$ cat src/wfbr_pkg.sv
package wfbr_pkg;

  // register byte addresses
  localparam logic [31:0] WAKE_CTRL_ADDR   = 32'hB000_0218;
  localparam logic [31:0] WAKE_FLAGS_ADDR  = 32'hB000_021C;
  localparam logic [31:0] BLOCK_RST_ADDR   = 32'hB000_0220;
  localparam logic [31:0] INT_STATUS_ADDR  = 32'hB000_0230;
  localparam logic [31:0] INT_MASK_ADDR    = 32'hB000_0234;

  // wake control and flag fields
  localparam int          NUM_LINES        = 3;
  localparam int          WAKE_EN_LSB      = 0;
  localparam int          WAKE_POL_LSB     = 8;
  localparam int          WAKE_FLAGS_LSB   = 0;
  localparam logic [2:0]  WAKE_EN_RESET    = 3'h0;
  localparam logic [2:0]  WAKE_POL_RESET   = 3'h0;
  localparam logic [2:0]  WAKE_FLAGS_RESET = 3'h0;

  // block reset bit positions
  localparam int          I2C_RST_BIT      = 30;
  localparam int          SERIAL_IF_RST_BIT   = 29;
  localparam int          KEYPAD_RST_BIT      = 25;
  localparam int          TIMER_RST_BIT       = 19;
  localparam int          PWM_RST_BIT         = 18;
  localparam int          UART_RST_BIT        = 11;
  localparam int          GRAPHICS_RST_BIT    = 10;
  localparam int          USB_HOST_RST_BIT    = 9;
  localparam int          USB_DEV_RST_BIT     = 8;
  localparam int          ETH_MAC_RST_BIT     = 7;
  localparam int          HOST_XFER_RST_BIT   = 5;
  localparam int          FLASH_MEDIA_RST_BIT = 4;
  localparam int          GEN_XFER_RST_BIT    = 3;
  localparam int          AUDIO_RST_BIT       = 1;
  localparam int          DISPLAY_RST_BIT     = 0;
  localparam logic [31:0] BLOCK_RST_MASK   = 32'h6208_0FBB;
  localparam logic [31:0] BLOCK_RST_RESET  = 32'h0000_0000;

  // interrupt status: one bit per wake line, then reset-done
  localparam int          INT_W            = 4;
  localparam int          INT_RST_DONE_BIT = 3;
  localparam logic [3:0]  INT_STATUS_RESET = 4'h0;
  localparam logic [3:0]  INT_MASK_RESET   = 4'h0;

  // reset pulse width
  localparam int          CLK_PERIOD_NS    = 25;
  localparam int          RST_PULSE_NS     = 100;
  localparam int          RST_PULSE_CYC    = (RST_PULSE_NS + CLK_PERIOD_NS - 1) / CLK_PERIOD_NS;
  localparam int          RST_CNT_W        = 3;

  typedef enum logic [2:0] {
    ST_RUN  = 3'b001,
    ST_DOWN = 3'b010,
    ST_WAKE = 3'b100
  } wfbr_pwr_state_t;

endpackage : wfbr_pkg

$ cat src/wfbr_rst_if.sv
`timescale 1ns/10ps
`default_nettype none
interface wfbr_rst_if;
  logic        start;
  logic [31:0] start_bits;
  logic [31:0] pulse;
  logic        done;

  modport ctl (output start, output start_bits, input pulse, input done);
  modport gen (input start, input start_bits, output pulse, output done);
endinterface : wfbr_rst_if
`default_nettype wire

$ cat src/wfbr_pulse_gen.sv
`timescale 1ns/10ps
`default_nettype none
module wfbr_pulse_gen
  import wfbr_pkg::*;
(
  input  wire logic   pclk,
  input  wire logic   presetn,
  wfbr_rst_if.gen     rst
);

  logic [31:0]          pulse_reg;
  logic [RST_CNT_W-1:0] cnt_reg;
  logic                 done_reg;

  // a new start while pulsing adds its bits and restarts the width
  always_ff @(posedge pclk or negedge presetn) begin
    if (!presetn) begin
      pulse_reg <= BLOCK_RST_RESET;
      cnt_reg   <= '0;
    end else if (rst.start && (rst.start_bits != 32'h0000_0000)) begin
      pulse_reg <= pulse_reg | rst.start_bits;
      cnt_reg   <= RST_CNT_W'(RST_PULSE_CYC - 1);
    end else if (pulse_reg != 32'h0000_0000) begin
      if (cnt_reg == '0) begin
        pulse_reg <= BLOCK_RST_RESET;
      end else begin
        cnt_reg <= cnt_reg - RST_CNT_W'(1);
      end
    end
  end

  always_ff @(posedge pclk or negedge presetn) begin
    if (!presetn) begin
      done_reg <= 1'b0;
    end else begin
      done_reg <= (pulse_reg != 32'h0000_0000) && (cnt_reg == '0) &&
                  !(rst.start && (rst.start_bits != 32'h0000_0000));
    end
  end

  assign rst.pulse = pulse_reg;
  assign rst.done  = done_reg;

endmodule : wfbr_pulse_gen
`default_nettype wire

$ cat src/wfbr_top.sv
`timescale 1ns/10ps
`default_nettype none
// Operation
// three wake flags, one per interrupt line
// software reads flags after power-down resume
// software clears flags in interrupt routine
// bit 30 write pulses both I2C resets
// writing zero leaves controller untouched
// reset bits clear themselves after pulse
// bit 29 write resets universal serial controller
// bit 25 write resets keypad scanner
// bit 19 resets all timers and watchdog
// bit 3 resets general transfer engine
// bit 1 resets audio controller
// bit 0 resets display panel controller
// disabled line never wakes the chip
// polarity bit picks high or low wake
// software writes reserved bits as zero
// flag set on wake, cleared by one
// remaining reset bits pulse and self-clear likewise; PWM bit 18 is left out of BLOCK_RST_MASK and never pulses
module wfbr_top (
  input  wire logic                         pclk,
  input  wire logic                         presetn,
  input  wire logic                         psel,
  input  wire logic                         penable,
  input  wire logic                         pwrite,
  input  wire logic [31:0]                  paddr,
  input  wire logic [31:0]                  pwdata,
  input  wire logic [3:0]                   pstrb,
  output logic      [31:0]                  prdata,
  output logic                              pready,
  output logic                              pslverr,
  input  wire logic [wfbr_pkg::NUM_LINES-1:0] ext_interrupt_line_n,
  input  wire logic                         power_down_request,
  output logic                              wake_up,
  output logic      [31:0]                  block_reset_pulse,
  output logic                              irq
);
  import wfbr_pkg::*;

  function automatic logic [31:0] lane_mask(input logic [3:0] strb);
    lane_mask = {{8{strb[3]}}, {8{strb[2]}}, {8{strb[1]}}, {8{strb[0]}}};
  endfunction : lane_mask

  // level on the pin matches polarity on an enabled line
  function automatic logic [NUM_LINES-1:0] wake_hits(
    input logic [NUM_LINES-1:0] lines,
    input logic [NUM_LINES-1:0] en,
    input logic [NUM_LINES-1:0] pol
  );
    wake_hits = en & ~(lines ^ pol);
  endfunction : wake_hits

  function automatic logic addr_mapped(input logic [31:0] a);
    if (a == WAKE_CTRL_ADDR) begin
      addr_mapped = 1'b1;
    end else if (a == WAKE_FLAGS_ADDR) begin
      addr_mapped = 1'b1;
    end else if (a == BLOCK_RST_ADDR) begin
      addr_mapped = 1'b1;
    end else if (a == INT_STATUS_ADDR) begin
      addr_mapped = 1'b1;
    end else if (a == INT_MASK_ADDR) begin
      addr_mapped = 1'b1;
    end else begin
      addr_mapped = 1'b0;
    end
  endfunction : addr_mapped

  wfbr_pwr_state_t      state_reg;
  wfbr_pwr_state_t      state_next;
  logic [NUM_LINES-1:0] wake_en_reg;
  logic [NUM_LINES-1:0] wake_pol_reg;
  logic [NUM_LINES-1:0] wake_flags_reg;
  logic [NUM_LINES-1:0] wake_flags_next;
  logic [INT_W-1:0]     int_status_reg;
  logic [INT_W-1:0]     int_status_next;
  logic [INT_W-1:0]     int_mask_reg;
  logic [INT_W-1:0]     int_mask_next;
  logic [31:0]          prdata_reg;
  logic                 wake_up_reg;
  logic                 irq_reg;
  logic                 setup_phase;
  logic                 access_wr;
  logic                 access_rd;
  logic [31:0]          wr_lanes;
  logic [NUM_LINES-1:0] hits;
  logic                 wake_event;
  logic                 rst_start;

  wfbr_rst_if rst_bus ();

  wfbr_pulse_gen u_pulse_gen (
    .pclk    (pclk),
    .presetn (presetn),
    .rst     (rst_bus.gen)
  );

  // zero-wait slave: every access completes on its first access cycle
  assign setup_phase = psel && !penable;
  assign access_wr   = psel && penable && pwrite;
  assign access_rd   = psel && penable && !pwrite;
  assign wr_lanes    = pwdata & lane_mask(pstrb);
  assign pready      = 1'b1;
  assign pslverr     = psel && penable && !addr_mapped(paddr);
  assign prdata      = prdata_reg;

  // read data staged during setup so it comes straight from a flop
  always_ff @(posedge pclk or negedge presetn) begin
    if (!presetn) begin
      prdata_reg <= 32'h0000_0000;
    end else if (setup_phase && !pwrite) begin
      if (paddr == WAKE_CTRL_ADDR) begin
        prdata_reg <= (32'(wake_pol_reg) << WAKE_POL_LSB) | (32'(wake_en_reg) << WAKE_EN_LSB);
      end else if (paddr == WAKE_FLAGS_ADDR) begin
        prdata_reg <= 32'(wake_flags_reg) << WAKE_FLAGS_LSB;
      end else if (paddr == INT_STATUS_ADDR) begin
        prdata_reg <= 32'(int_status_reg);
      end else if (paddr == INT_MASK_ADDR) begin
        prdata_reg <= 32'(int_mask_reg);
      end else begin
        // reset register is write-only and reads zero, like holes
        prdata_reg <= 32'h0000_0000;
      end
    end
  end

  // wake enable and polarity; reserved bits are dropped
  always_ff @(posedge pclk or negedge presetn) begin
    if (!presetn) begin
      wake_en_reg  <= WAKE_EN_RESET;
      wake_pol_reg <= WAKE_POL_RESET;
    end else if (access_wr && (paddr == WAKE_CTRL_ADDR)) begin
      if (pstrb[0]) begin
        wake_en_reg <= pwdata[WAKE_EN_LSB +: NUM_LINES];
      end
      if (pstrb[1]) begin
        wake_pol_reg <= pwdata[WAKE_POL_LSB +: NUM_LINES];
      end
    end
  end

  // power-down tracking: only a line seen while down counts as a wake
  assign hits       = wake_hits(ext_interrupt_line_n, wake_en_reg, wake_pol_reg);
  assign wake_event = (state_reg == ST_DOWN) && (hits != '0);

  always_comb begin
    state_next = state_reg;
    case (state_reg)
      ST_RUN: begin
        if (power_down_request) begin
          state_next = ST_DOWN;
        end
      end
      ST_DOWN: begin
        if (hits != '0) begin
          state_next = ST_WAKE;
        end else if (!power_down_request) begin
          state_next = ST_RUN;
        end
      end
      ST_WAKE: begin
        if (!power_down_request) begin
          state_next = ST_RUN;
        end
      end
      default: begin
        state_next = ST_RUN;
      end
    endcase
  end

  always_ff @(posedge pclk or negedge presetn) begin
    if (!presetn) begin
      state_reg <= ST_RUN;
    end else begin
      state_reg <= state_next;
    end
  end

  always_ff @(posedge pclk or negedge presetn) begin
    if (!presetn) begin
      wake_up_reg <= 1'b0;
    end else begin
      wake_up_reg <= wake_event;
    end
  end

  assign wake_up = wake_up_reg;

  // write one clears; a wake in the same cycle still wins
  always_comb begin
    wake_flags_next = wake_flags_reg;
    if (access_wr && (paddr == WAKE_FLAGS_ADDR)) begin
      wake_flags_next = wake_flags_next & ~wr_lanes[WAKE_FLAGS_LSB +: NUM_LINES];
    end
    if (wake_event) begin
      wake_flags_next = wake_flags_next | hits;
    end
  end

  always_ff @(posedge pclk or negedge presetn) begin
    if (!presetn) begin
      wake_flags_reg <= WAKE_FLAGS_RESET;
    end else begin
      wake_flags_reg <= wake_flags_next;
    end
  end

  // only implemented ones start pulses; zeros and reserved bits do nothing
  assign rst_start              = access_wr && (paddr == BLOCK_RST_ADDR);
  assign rst_bus.start          = rst_start;
  assign rst_bus.start_bits     = wr_lanes & BLOCK_RST_MASK;
  // the pulse counter alone clears the bits, so nothing is stored to read back
  assign block_reset_pulse      = rst_bus.pulse;

  // interrupt status clears on read; an event in that cycle survives
  // only bits already returned are cleared, so an event after setup stays
  always_comb begin
    int_status_next = int_status_reg;
    if (access_rd && (paddr == INT_STATUS_ADDR)) begin
      int_status_next = int_status_next & ~prdata_reg[INT_W-1:0];
    end
    if (wake_event) begin
      int_status_next[NUM_LINES-1:0] = int_status_next[NUM_LINES-1:0] | hits;
    end
    if (rst_bus.done) begin
      int_status_next[INT_RST_DONE_BIT] = 1'b1;
    end
  end

  always_ff @(posedge pclk or negedge presetn) begin
    if (!presetn) begin
      int_status_reg <= INT_STATUS_RESET;
    end else begin
      int_status_reg <= int_status_next;
    end
  end

  always_ff @(posedge pclk or negedge presetn) begin
    if (!presetn) begin
      int_mask_reg <= INT_MASK_RESET;
    end else begin
      int_mask_reg <= int_mask_next;
    end
  end

  // irq looks ahead at the mask too, so a mask write never leaves it one cycle stale
  assign int_mask_next = (access_wr && (paddr == INT_MASK_ADDR) && pstrb[0]) ?
                         pwdata[INT_W-1:0] : int_mask_reg;

  always_ff @(posedge pclk or negedge presetn) begin
    if (!presetn) begin
      irq_reg <= 1'b0;
    end else begin
      irq_reg <= (int_status_next & int_mask_next) != '0;
    end
  end

  assign irq = irq_reg;
endmodule : wfbr_top
`default_nettype wire

$ cat config.mk
export PLATFORM = sky130hd
export DESIGN_NAME = wfbr_top
export DESIGN_NICKNAME = d
export VERILOG_FILES = /design/src/wfbr_pkg.sv /design/src/wfbr_rst_if.sv /design/src/wfbr_pulse_gen.sv /design/src/wfbr_top.sv
export SDC_FILE = /design/constraint.sdc
export NUM_CORES = 1
export LEC_CHECK = 0
export BUFFER_PORTS_ARGS = -buffer_cell sky130_fd_sc_hd__buf_2
export CORE_ASPECT_RATIO = 1.75
export CORE_UTILIZATION = 30
export CTS_BUF_LIST = sky130_fd_sc_hd__clkbuf_4 sky130_fd_sc_hd__clkbuf_8 sky130_fd_sc_hd__clkbuf_16
export DETAILED_ROUTE_END_ITERATION = 8
export GPL_TIMING_DRIVEN = 0
export PLACE_DENSITY = 0.57
export SLEW_MARGIN = 20
export SYNTH_ARGS = -nofsm -noshare
export SYNTH_HDL_FRONTEND = slang
export SYNTH_SLANG_ARGS = --single-unit
$ cat constraint.sdc
create_clock -name pclk -period 1.9 [get_ports pclk]
set_input_delay 0.095 -clock pclk [delete_from_list [all_inputs] [get_ports pclk]]
set_output_delay 0.095 -clock pclk [all_outputs]
set_load 0.02 [all_outputs]
# == Word level (Yosys, flattened, before mapping) ==
# Index checks and enable logic that the tools add are counted.
# totals
reg_bits,90
in_bits,77
word_cells,92
# classes
addsub,1
n_eq_ne,10
muxes,25
n_bitwise,13
n_reduce_logical,31
# op_table
cell,count
$eq A32 B32 Y1 const B,5
$mux W32,3
$reduce_bool A32 Y1,2
$or A32 B31 Y32,1
$and A31 B31 Y31,1
$mux W3,9
$mux W4,5
$logic_and A1 B1 Y1,16
$mux W11,1
$or A11 B3 Y11,1
$pmux W3 S3,1
$and A4 B4 Y4,2
$reduce_and A2 Y1,4
$and A3 B3 Y3,2
$mux W1,6
$not A3 Y3,2
$or A3 B3 Y3,2
$logic_not A1 Y1,4
$ne A2 B2 Y1 const B,2
$not A4 Y4,1
$reduce_bool A2 Y1,2
$reduce_bool A4 Y1,1
$eq A3 B1 Y1 const B,1
$eq A3 B2 Y1 const B,1
5 further kinds,5

# == Depth between registers and ports, before layout ==
# depth
word_depth,8
ltp_mapped,8
ltp_nobuf,7

# == Cells and area by module ==
# From an unflattened synthesis, not the netlist that was laid out.
# unflattened
cells_unflattened,362
hier_area_um2,3560.9
# modules_own_cells
mod,n_inst,cells_each,area_each_um2,seq_area_each_um2
wfbr_top,1,220,2077.0,726.9
wfbr_pulse_gen,1,142,1483.9,900.9

# == Least setup slack after synthesis ==
# OpenSTA, ideal clock, no wires.
# synth_timing
path_type,input port to output port
from,in paddr[10]
to,out pslverr
t_arrival_ps,1758
t_required_ps,1805
path_slack_ps,47
cell_stages,4
cell_sequence,and4bb_2 -> nand4_4 -> nor3_1 -> a2111oi_0
# synth_via
elab_chain_len,8
# synth_rtl
element,line_no,text
from (decl),wfbr_top.sv:27,"input wire logic [31:0] paddr,"
$eq A32 B32 Y1,wfbr_top.sv:63,end else if (a == INT_MASK_ADDR) begin
$mux W1,wfbr_top.sv:63,
$mux W1,wfbr_top.sv:61,end else if (a == INT_STATUS_ADDR) begin
$mux W1,wfbr_top.sv:59,end else if (a == BLOCK_RST_ADDR) begin
$mux W1,wfbr_top.sv:57,end else if (a == WAKE_FLAGS_ADDR) begin
$mux W1 (*),wfbr_top.sv:55,if (a == WAKE_CTRL_ADDR) begin
$logic_not A1 Y1 (*),wfbr_top.sv:105,assign pslverr = psel && penable && !addr_mapped(paddr);
$logic_and A1 B1 Y1 (*),wfbr_top.sv:105,
to (decl),wfbr_top.sv:32,"output logic pslverr,"
# Every way passes the cells marked *; elsewhere a longest branch is shown, timed or not.

# == Final worst setup path ==
# layout_timing
from,reg u_pulse_gen.cnt_reg[0]
to,reg u_pulse_gen.pulse_reg[5] (netlist: u_pulse_gen.rst.pulse[5])
# layout_via
elab_chain_len,3
# layout_rtl
element,line_no,text
from (decl),wfbr_pulse_gen.sv:12,logic [RST_CNT_W-1:0] cnt_reg;
from (signal assigned),wfbr_pulse_gen.sv:22,cnt_reg <= RST_CNT_W'(RST_PULSE_CYC - 1);
from (signal assigned),wfbr_pulse_gen.sv:27,cnt_reg <= cnt_reg - RST_CNT_W'(1);
$logic_not A3 Y1,wfbr_pulse_gen.sv:24,if (cnt_reg == '0) begin
$reduce_bool A2 Y1 (no line),n/a,
$reduce_and A2 Y1 (no line),n/a,
to (signal assigned),wfbr_pulse_gen.sv:21,pulse_reg <= pulse_reg | rst.start_bits;
to (decl),wfbr_pulse_gen.sv:11,logic [31:0] pulse_reg;
# Every way passes these cells.
# A chain may end at the register's enable or synchronous reset.

==> summary.md <==
| Metric | Value |
|---|---|
| List of most frequent post-synthesis cells | dfrtp_1 (46), buf_4 (44), nand2_1 (20) |
| Hold Crit Start | pwdata[30] |
| Leak | about 2.0 nW |
| Largest net degree at the start of global routing | 48 |
| Pre-antenna DRT Iters | 4 |
| Max VDD drop | 0.5073 mV |
| Tot GR Track Use | approximately 16% |
| Placer Congestion | about 0.82 |
| Fraction of layout cells with a size suffix above 1 | between 30% and 40% |
| Starting DRT DRC Count | a little over 90 |
| Vias/cell | 4.732 |
| Max Clk Rate | 560.7 MHz |
| Via count | 2579 |
| Slowest CP cell | dfrtp_1 |
| Clk_lat worst skew | 0.29 ns |
| Initial core utilization | 30.89% |
| HPWL Detailed | 6.464 mm |
| Post-synth top area cell | dfrtp_1 |
| Ant. Diodes | 0 |
| Mapped Cells | 289 |
| Leading register cell type out of synthesis | dfrtp_1 |
| Vias in the first global route | ~2500 |
| Unrepaired setup endpoints after global routing | no |
| Global-route wire length before repair | about 13 mm |
| Crit Reg-Reg Startpoint | u_pulse_gen.cnt_reg[0] |
| Ports | between 100 and 150 |
| WP data required | 2.08 ns |
| Nets@finish | 501 |
| Hold crit path type | in2reg |
| Fin crit share | 93.87% |
| Largest register FFs | 14 |
| Critical path class | reg2reg |
| Critical path endpoint category | register |
| GR peak layer | met2 |
| Cells after DPL | between 500 and 600 |
| Initial antenna violation count | 0 |
| Setup Viol. Count Final | 0 |
| Die height | 132.2 um |
| Skew final | 0.007334 ns |
| Most common cell in the netlist | dfrtp_1 |
| DRT antenna net count | 0 |
| Mapped cell area | ~2900 um2 |
| Worst R2R Setup Slack | 0.12 ns |
| Met2 Resource Use GR | 31.13% |
| Die width | 76.41 um |
| Worst Setup SP | u_pulse_gen.cnt_reg[0] |
| Seq cells post-synth | 47 |
| Total global routing overflow | 0 |
| Tmin final | 1.784 ns |
| Core region area | roughly 9400 um2 |
| Final wirelength | 7.988 mm |
| EDFF count, synth | 0 |
| Share of the synthesized area in the top cell type | 39.60% |
| Area of the die | 10100 um2 |
| Ys async rst share | 100.0% |
| CP arrival | ~2 ns |
| CTS tree | built |
| DR WL/cell | 14.66 um |
| Cell Chain, Critical Path | inv_1 > ha_1 > ha_1 > inv_1 > a41oi_1 > o21ai_4 > buf_6 > a32o_1 |
| Layout Cells excl Fill | 545 |
| Met3 usage | ~3.3% |
| Row count | between 40 and 50 |
| Max-slew violations | 0 |
| Yosys warnings | 0 |
| CTS H-tree lvls | 2 |
| Max-cap viol count | 0 |
| Register area share after synthesis | 40.51% |
| Power density cells | 641.9 nW/um2 |
| Max FO, Critical Path | 10 |
| Design area | between 3000 and 4000 um2 |
| Worst-margin pin slew | 0.6288 ns |
| Status | completed |
| Syn Area/Cell | 10.06 um2 |
| Endpoints failing hold | 0 |
| Clock Tree Buf Depth | 2 |
| Worst setup SP type | register |
| DRC | 0 |
| Reg clk slew, reported paths | 0.07 ns |
| CP max stage delay | ~0.40 ns |
| Root Driver | clkbuf_16 |
| Max_slew headroom | 58.08% |
| Total placed instance area | 3627 um2 |
| Main area contributors after synthesis | dfrtp_1 (40%), buf_4 (11%), a32o_1 (4.1%) |
| Area delta synth->final | 32.16% |
| CTS Buf Count | 5 |
| Clock sinks | 47 |
| Yosys cell types | 59 |
| Global Route met1 Usage | 16.38% |
| Port Buf Inserts | 82 |
repair_timing:
item	CTS	global route
hold buffers	0	1
endpoints found under the hold margin	0	46
pin swaps	0	2
resized for setup	1	3
buffers inserted	0	1
endpoints found under the setup margin	1	11
final timing paths:
kind / cells past startpoint / endpoint
setup / recovery: 8 / u_pulse_gen.rst.pulse[5]
hold / removal: 2 / u_pulse_gen.rst.pulse[30]
setup reg to reg: 8 / u_pulse_gen.rst.pulse[5]
hold reg to reg: 1 / int_status_reg[3]
max in group asynchronous: 2 / prdata[8]
min in group asynchronous: 2 / u_pulse_gen.rst.pulse[29]
worst max-delay path, delay by kind of cell (launching register included):
kind | cells | cell delay [ns]
fa+ha+maj | 2 | 0.39
flops | 1 | 0.40
buf+inv | 3 | 0.28
compound gates | 3 | 0.59
power breakdown:
part | total [mW] | leakage, nW | switching, mW | internal [mW]
clock network | 1.04 | 0.0868 | 0.384 | 0.655
registers | 1.04 | 0.630 | 0.0160 | 1.02
logic | 0.390 | 1.25 | 0.236 | 0.153
cell usage in the layout, fill, tap and decap left out, drive strengths merged, types with 2 or more instances in the layout:
master / netlist / final
nand2: 20 / 20
o32ai: 2 / 2
nor4b: 6 / 6
or3: 2 / 2
ha: 2 / 2
nand4: 8 / 8
nor3: 5 / 5
a22oi: 3 / 3
o31ai: 5 / 5
o21ai: 5 / 5
nor2: 15 / 15
a21oi: 9 / 9
and3: 2 / 2
buf: 47 / 130
nand3: 11 / 11
nand2b: 2 / 2
dfrtp: 46 / 46
a31oi: 4 / 4
or2: 3 / 3
a2bb2o: 3 / 3
a41oi: 5 / 5
xnor2: 4 / 4
clkbuf: 6 / 12
a21o: 3 / 3
and4: 3 / 3
conb: 2 / 44
a32o: 12 / 12
mux2: 8 / 8
inv: 16 / 16
nor4: 12 / 12
per-layer routing:
layer  vias to the layer above  wire length [um]
li1                       1257                 -
met1                      1210              2961
met2                       101              4415
met3                        11               444
met4                         0               166
met5                         -                 0
cell families (layout without fill, tap and decap cells):
kind of cell,Yosys count,count (layout),share of synthesized area [%]
adder cells (fa/ha/maj),2,2,0.8608
AND/OR/NAND/NOR,96,96,22.04
flip-flops,47,47,40.51
multiplexers,9,9,3.444
XOR/XNOR,4,4,1.205
other,2,44,0.2584
buffers and inverters,69,161,15.11
AO/OA/AOI/OAI,60,60,16.57
layout make-up:
class,instances,area [um2]
fillers,958,5568
multi-input cells,215,1468
flip-flops and latches,47,1177
repair buffers,84,430.4
plain buffers,53,379.1
well taps,122,152.6
clock buffers,6,138.9
inverters,16,60.06
clock inverters,2,35.03
per-stage QoR:
stage / power, mW / hold WS, ns / utilization, % / setup TNS, ns / setup WS [ns]
after floorplan: 1.291 / -0.2006 / - / 0 / 0.04744
after global placement: 1.437 / 0.3430 / 38.55 / -3.237 / -0.2344
after detailed placement: 1.442 / 0.3500 / 38.55 / -3.231 / -0.2215
after CTS: 2.486 / 0.03363 / 40.45 / 0 / 0.05578
after global routing: 2.572 / 0.06481 / 40.82 / 0 / 0.001690
final: 2.466 / 0.06687 / 40.82 / 0 / 0.1165
Note: power is estimated with default switching activity, not from simulation.
